$ cat config.mk
export PLATFORM = sky130hd
export DESIGN_NAME = afs_flags
export DESIGN_NICKNAME = d
export VERILOG_FILES = /design/src/rtl/afs_pkg.sv /design/src/rtl/afs_flags.sv
export SDC_FILE = /design/constraint.sdc
export NUM_CORES = 1
export LEC_CHECK = 0
export BUFFER_PORTS_ARGS = -buffer_cell sky130_fd_sc_hd__buf_2
export CAP_MARGIN = 20
export CORE_ASPECT_RATIO = 0.75
export CORE_MARGIN = 4
export CORE_UTILIZATION = 35
export DETAILED_ROUTE_END_ITERATION = 8
export GPL_ROUTABILITY_DRIVEN = 1
export GPL_TIMING_DRIVEN = 0
export PLACE_DENSITY_LB_ADDON = 0.15
export SYNTH_ARGS = -nofsm -noshare
export SYNTH_HDL_FRONTEND = slang
export SYNTH_SLANG_ARGS = --single-unit
$ cat constraint.sdc
create_clock -name clk_in -period 3.8 [get_ports clk_in]
set_input_delay 0.76 -clock clk_in [delete_from_list [all_inputs] [get_ports clk_in]]
set_output_delay 0.76 -clock clk_in [all_outputs]
set_load 0.03 [all_outputs]
$ cat src/rtl/afs_pkg.sv
// package: register offsets, bit positions and reset values for the alert/fault flags
package afs_pkg;
  localparam logic [7:0] ALERT_SOURCE_FLAGS_ADDR = 8'h20;
  localparam logic [7:0] FAULT_SOURCE_FLAGS_ADDR = 8'h21;
  localparam int BIT_TEMP_ONE = 0;
  localparam int BIT_TEMP_TWO = 1;
  localparam int BIT_SLEEP    = 2;
  localparam int BIT_THERMAL  = 3;
  localparam int BIT_FORCE    = 4;
  localparam int BIT_ECC      = 5;
  localparam int BIT_CFG      = 6;
  localparam int BIT_CELL_HI  = 0;
  localparam int BIT_CELL_LO  = 1;
  localparam int BIT_CRC      = 2;
  localparam int BIT_POR      = 3;
  localparam int BIT_IFAULT   = 5;
  // flag bits cleared by write-one; force bit excluded
  localparam logic [7:0] ALERT_W1C_MASK = 8'h6F;
  localparam logic [7:0] FAULT_W1C_MASK = 8'h2F;
  localparam logic [7:0] FORCE_MASK     = 8'h10;
  localparam logic [7:0] ALERT_RESET    = 8'h00;
  // power-on reset flag is set out of reset
  localparam logic [7:0] FAULT_RESET    = 8'h08;
  localparam logic [7:0] ZERO_BYTE      = 8'h00;
endpackage
$ cat src/rtl/afs_flags.sv
// module: alert and fault source flag registers with force bits
//
// Operation
// RULE1 - config-integrity flag bit 6 set while protected group invalid, else zero; here it stays set until written one
// RULE2 - host restores protected config registers when integrity flag reads one
// RULE3 - memory-error bit 5 set on uncorrectable double-bit error only
// RULE4 - alert force bit 4 drives alert output; resets to zero
// RULE5 - thermal shutdown active reported at alert bit 3; resets zero
// RULE6 - sleep flag bit 2 set only on entry into sleep
// RULE7 - bit 1 set when input two over threshold and enabled
// RULE8 - bit 0 set when input one over threshold and enabled
// RULE9 - fault register at 0x21; bits 7 and 6 read zero
// RULE10 - fault flags clear only by writing one; zero leaves them
// RULE11 - bit 4 of each register is plain read-write
// RULE12 - internal-consistency fault bit 5 set on check failure
// RULE13 - alert flags clear only by writing one, except force bit
// RULE14 - fault force bit 4 drives fault output; resets zero
// RULE15 - fault bit 2 set on packet crc error
// RULE16 - fault bit 0 on overvoltage, bit 1 on undervoltage
// RULE17 - outputs active when any flag or force bit set
// RULE18 - flags sticky; clear write ignored while condition present
`timescale 1ns/100ps
`default_nettype none
module afs_flags (
  input  wire logic       clk_in,
  input  wire logic       reset_n_in,
  input  wire logic       wr_en_in,
  input  wire logic [7:0] wr_addr_in,
  input  wire logic [7:0] wr_data_in,
  input  wire logic [7:0] rd_addr_in,
  input  wire logic       cfg_invalid_in,
  input  wire logic       otp_double_err_in,
  input  wire logic       thermal_shutdown_in,
  input  wire logic       sleep_ctrl_in,
  input  wire logic       temp_input_one_over_in,
  input  wire logic       temp_input_one_en_in,
  input  wire logic       temp_input_two_over_in,
  input  wire logic       temp_input_two_en_in,
  input  wire logic       consistency_fail_in,
  input  wire logic       crc_error_in,
  input  wire logic       cell_over_in,
  input  wire logic       cell_under_in,
  output logic [7:0]      rd_data_out,
  output logic [7:0]      alert_source_flags_out,
  output logic [7:0]      fault_source_flags_out,
  output logic            alert_out,
  output logic            fault_out
);
  // ***************************************************************
  // state
  // ***************************************************************
  typedef struct packed {
    logic [7:0] alert_flags;
    logic [7:0] fault_flags;
    logic       sleep_prev;
    logic [7:0] rd_data;
    logic       alert;
    logic       fault;
  } afs_state_type;

  afs_state_type st;
  afs_state_type next_st;

  // write-one-to-clear, set wins over clear, force bit is plain read-write
  function automatic logic [7:0] afs_update(input logic [7:0] cur,
                                            input logic [7:0] cond,
                                            input logic       hit,
                                            input logic [7:0] wdata,
                                            input logic [7:0] w1c);
    logic [7:0] res;
    res = cur;
    if (hit) begin
      res = (res & ~(wdata & w1c));
      res = (res & ~afs_pkg::FORCE_MASK) | (wdata & afs_pkg::FORCE_MASK);
    end
    res = res | (cond & w1c);
    return res;
  endfunction

  logic [7:0] alert_cond;
  logic [7:0] fault_cond;
  logic       alert_hit;
  logic       fault_hit;

  // ***************************************************************
  // next-state logic
  // ***************************************************************
  always_comb begin
    alert_cond = afs_pkg::ZERO_BYTE;
    fault_cond = afs_pkg::ZERO_BYTE;
    // RULE1 config integrity source
    alert_cond[afs_pkg::BIT_CFG]    = cfg_invalid_in;
    // RULE3 double-bit error only
    alert_cond[afs_pkg::BIT_ECC]    = otp_double_err_in;
    // RULE5 thermal shutdown source
    alert_cond[afs_pkg::BIT_THERMAL]  = thermal_shutdown_in;
    // RULE6 sleep entry edge only
    alert_cond[afs_pkg::BIT_SLEEP]    = sleep_ctrl_in & ~st.sleep_prev;
    // RULE7 gated by enable
    alert_cond[afs_pkg::BIT_TEMP_TWO] = temp_input_two_over_in & temp_input_two_en_in;
    // RULE8 gated by enable
    alert_cond[afs_pkg::BIT_TEMP_ONE] = temp_input_one_over_in & temp_input_one_en_in;
    // RULE12 consistency failure
    fault_cond[afs_pkg::BIT_IFAULT] = consistency_fail_in;
    // RULE15 packet crc error
    fault_cond[afs_pkg::BIT_CRC]    = crc_error_in;
    // RULE16 cell over/under voltage
    fault_cond[afs_pkg::BIT_CELL_HI] = cell_over_in;
    fault_cond[afs_pkg::BIT_CELL_LO] = cell_under_in;
    alert_hit = wr_en_in && (wr_addr_in == afs_pkg::ALERT_SOURCE_FLAGS_ADDR);
    fault_hit = wr_en_in && (wr_addr_in == afs_pkg::FAULT_SOURCE_FLAGS_ADDR);

    next_st = st;
    next_st.sleep_prev = sleep_ctrl_in;
    // RULE13 alert write-one-clear, RULE18 sticky with set priority
    next_st.alert_flags = afs_update(st.alert_flags, alert_cond, alert_hit,
                                     wr_data_in, afs_pkg::ALERT_W1C_MASK);
    // RULE10 fault write-one-clear, RULE11 force read-write
    next_st.fault_flags = afs_update(st.fault_flags, fault_cond, fault_hit,
                                     wr_data_in, afs_pkg::FAULT_W1C_MASK);
    // RULE17 outputs from flags and force; RULE4 RULE14 force drive
    next_st.alert = |next_st.alert_flags;
    next_st.fault = |next_st.fault_flags;
    // RULE9 fault register decode; upper bits never set
    if (rd_addr_in == afs_pkg::ALERT_SOURCE_FLAGS_ADDR) begin
      next_st.rd_data = next_st.alert_flags;
    end else if (rd_addr_in == afs_pkg::FAULT_SOURCE_FLAGS_ADDR) begin
      next_st.rd_data = next_st.fault_flags;
    end else begin
      next_st.rd_data = afs_pkg::ZERO_BYTE;
    end
  end

  // ***************************************************************
  // registers
  // ***************************************************************
  always_ff @(posedge clk_in) begin
    if (!reset_n_in) begin
      st.alert_flags <= afs_pkg::ALERT_RESET;
      st.fault_flags <= afs_pkg::FAULT_RESET;
      // assume awake at reset so sleep at power-up still flags
      st.sleep_prev  <= 1'b0;
      st.rd_data     <= afs_pkg::ZERO_BYTE;
      st.alert       <= |afs_pkg::ALERT_RESET;
      st.fault       <= |afs_pkg::FAULT_RESET;
    end else begin
      st <= next_st;
    end
  end

  assign rd_data_out            = st.rd_data;
  assign alert_source_flags_out = st.alert_flags;
  assign fault_source_flags_out = st.fault_flags;
  assign alert_out              = st.alert;
  assign fault_out              = st.fault;
endmodule
`default_nettype wire

==> flow_summary.yaml <==
grt:
  antenna_found_initial: 0
  grt.overflow.total: 0
  grt_pass1_vias: 1089
  track_usage_pct: 14.3
  grt_pass1_wl_mm: 4.82
  grt_max_degree: 14
synthesis:
  yosys.area_share.simple_pct: 24.8
  syn_avg_cell_area_sq_um: 8.65
  synth-xor-area-share_pct: 0
  muxShareOfSynthArea_pct: 0.845
  ys_seq_elements: 23
  syn_area_sq_um: 1180
  synth-edff-count: 0
  ys_async_sr_fraction_pct: 0
  yosysSeqAreaShare_pct: 38.9
  ys.flop_type: "dfxtp_1"
  synth_compound_area_share_pct: 15.5
  synthCells: 137
  ys_warn_count: 0
  synth-adder-area-share_pct: 0
  synthDistinctLibCells: 29
  synth_top_family_by_area: "simple AND/OR/NAND/NOR gates"
route:
  vias: 1161
  avgRoutedWirePerCell_microns: 12.8
  firstDrtPassIters: 4
  ant_nets: 0
  avgViaCountPerCell: 4.82
  drt-total-wl_mm: 3.08
  drtIter0Drc: 60
  drc_errors: 0
layout:
  stdcell_count: 241
  fill_cells: 330
  final_core_utilization_pct: 51.4
  final_cell_mix: "buf_2, buf_4, dfxtp_1"
  layout-drive-gt1-share_pct: 47.3
  n_antenna_cell: 0
  layout.nets: 243
  final_common_cell: "buf_2"
  area.growth.synth_to_final_pct: 33.8
timing:
  maxSlewViolCount: 0
  hold_viol: 0
  finClkSkew_ns: 0.00509
  min_period_ns: 2.02
  period_share_pct: 53.2
  max_freq_ghz: 0.495
  rsz0062_at_grt: "false"
  holdWs_ns: 0.516
  setup_viol: 0
  max_slew_margin_pct: 65.5
  finalSetupTns_ns: 0
  worstMarginPinSlew_ns: 0.513
floorplanning:
  dieArea_sq_um: 4390
  dieWidth_microns: 75.2
  die_y_microns: 58.4
  core_area_sq_um: 3080
  placement_rows: 17
  initial_core_util_pct: 38.4
  ios: 65
placement:
  port_buffers: 59
  dpl.hpwl_mm: 2.52
  gp_congestion: 0.827
  dp.cells: 237
worst_setup_path:
  cp-start-kind: "input port"
  path_max_fanout: 8
  cp.arrival_ns: 2.15
  worstPathRequired_ns: 3.93
  crit_type: "in -> reg"
  r2r_slack_ns: 2.53
  cp-end-kind: "flop"
pwr:
  pwr-share-comb_pct: 20.7
  power.net_switching_w: 0.000144
  switching_share_pct: 28.0
  power.internal_w: 0.000369
  p_leak_nw: 0.785
  p_seq_share_pct: 49.7
  p_clk_share_pct: 29.6
  powerDensity_nw_per_um2: 323
  irDropWorstVdd_mv: 0.197
clocking:
  hold_buffers: 0
  cts_setup_buffers: 0
  numCtsBuffers: 3
  cts_buffer_depth: 2
  cts-root-buf: "clkbuf_8"
  cts_tree: "yes"
  cts_sinks: 23
  cts-htree-levels: 1
  clkTransAtPathRegs_ns: 0.08
  clkLatencyLatePin_ns: 0.27
  cts-resized-gates: 0
min_path:
  hold_class: "reg -> reg"
status:
  status: "completed"
job:
  maxCapViolCount: 0
-- synth_stat cells, types with 4 or more instances --
cell type,instances,area (sq um)
a211oi_1,8,60.1
dfxtp_1,23,460
inv_1,5,18.8
and2_1,5,31.3
nand2_1,5,18.8
nor2_1,19,71.3
a21oi_1,7,35.0
nand4_1,7,43.8
buf_4,24,180
a41oi_1,4,35.0
-- worst max-delay path, stage by stage --
cell and delay (ns):
buf_2 0.11, nor4_4 0.51, a41oi_1 0.28, a311oi_1 0.33, a41oi_1 0.15
-- layer usage --
layer	vias up	share of wire, %	global-route usage [%]
met1	521	45	18.5
met5	-	0	0
met3	5	8.6	4.61
li1	589	-	-
met2	46	45	22.6
met4	0	1.2	4.49
-- registers in the layout (all words and copies together), names as in the netlist --
signal,flops
st,1
fault_out,1
rd_data_out,7
alert_out,1
alert_source_flags_out,7
fault_source_flags_out,6
-- layout make-up --
cell class | count | area, sq um | share of cell area, %
multi-input cells | 82 | 503 | 31.7
flip-flops and latches | 23 | 460 | 29.0
repair buffers | 59 | 295 | 18.6
plain buffers | 30 | 214 | 13.5
well taps | 38 | 47.5 | 3.00
clock buffers | 3 | 41.3 | 2.60
inverters | 5 | 18.8 | 1.18
clock inverters | 1 | 5.00 | 0.316
-- through the flow --
step           cell area (sq um)  total power, W  worst slack, ns
2_1_floorplan               1200        0.000326             1.83
3_3_place_gp                1540        0.000365             1.49
3_5_place_dp                1540        0.000366             1.51
4_1_cts                     1590        0.000520             1.80
5_1_grt                     1590        0.000540             1.69
6_report                    1590        0.000512             1.78
-- path summary, 6_finish.rpt --
check / from / to / cells after the start
worst max register to register: alert_source_flags_out[4] / alert_out / 3
worst max-delay path: wr_addr_in[1] / alert_out / 5
worst min register to register: fault_source_flags_out[3] / fault_source_flags_out[3] / 2
worst min-delay path: fault_source_flags_out[3] / fault_source_flags_out[3] / 2
-- power groups by stage --
| stage | Combinational (W) | Clock [W] | Sequential [W] |
|---|---|---|---|
| after floorplan | 0.0000659 | 0 | 0.000260 |
| after global placement | 0.000105 | 0 | 0.000260 |
| after detailed placement | 0.000106 | 0 | 0.000260 |
| after CTS | 0.000106 | 0.000159 | 0.000255 |
| after global routing | 0.000115 | 0.000169 | 0.000256 |
| final | 0.000106 | 0.000152 | 0.000255 |
-- cells by family (layout without fill, tap and decap cells) --
group           count (synthesis)  count (layout)
mux                             1               1
other cells                     1               4
compound gates                 25              25
buf+inv                        35              98
flops                          23              23
simple gates                   52              52
Power figures use the tool's default switching activity.
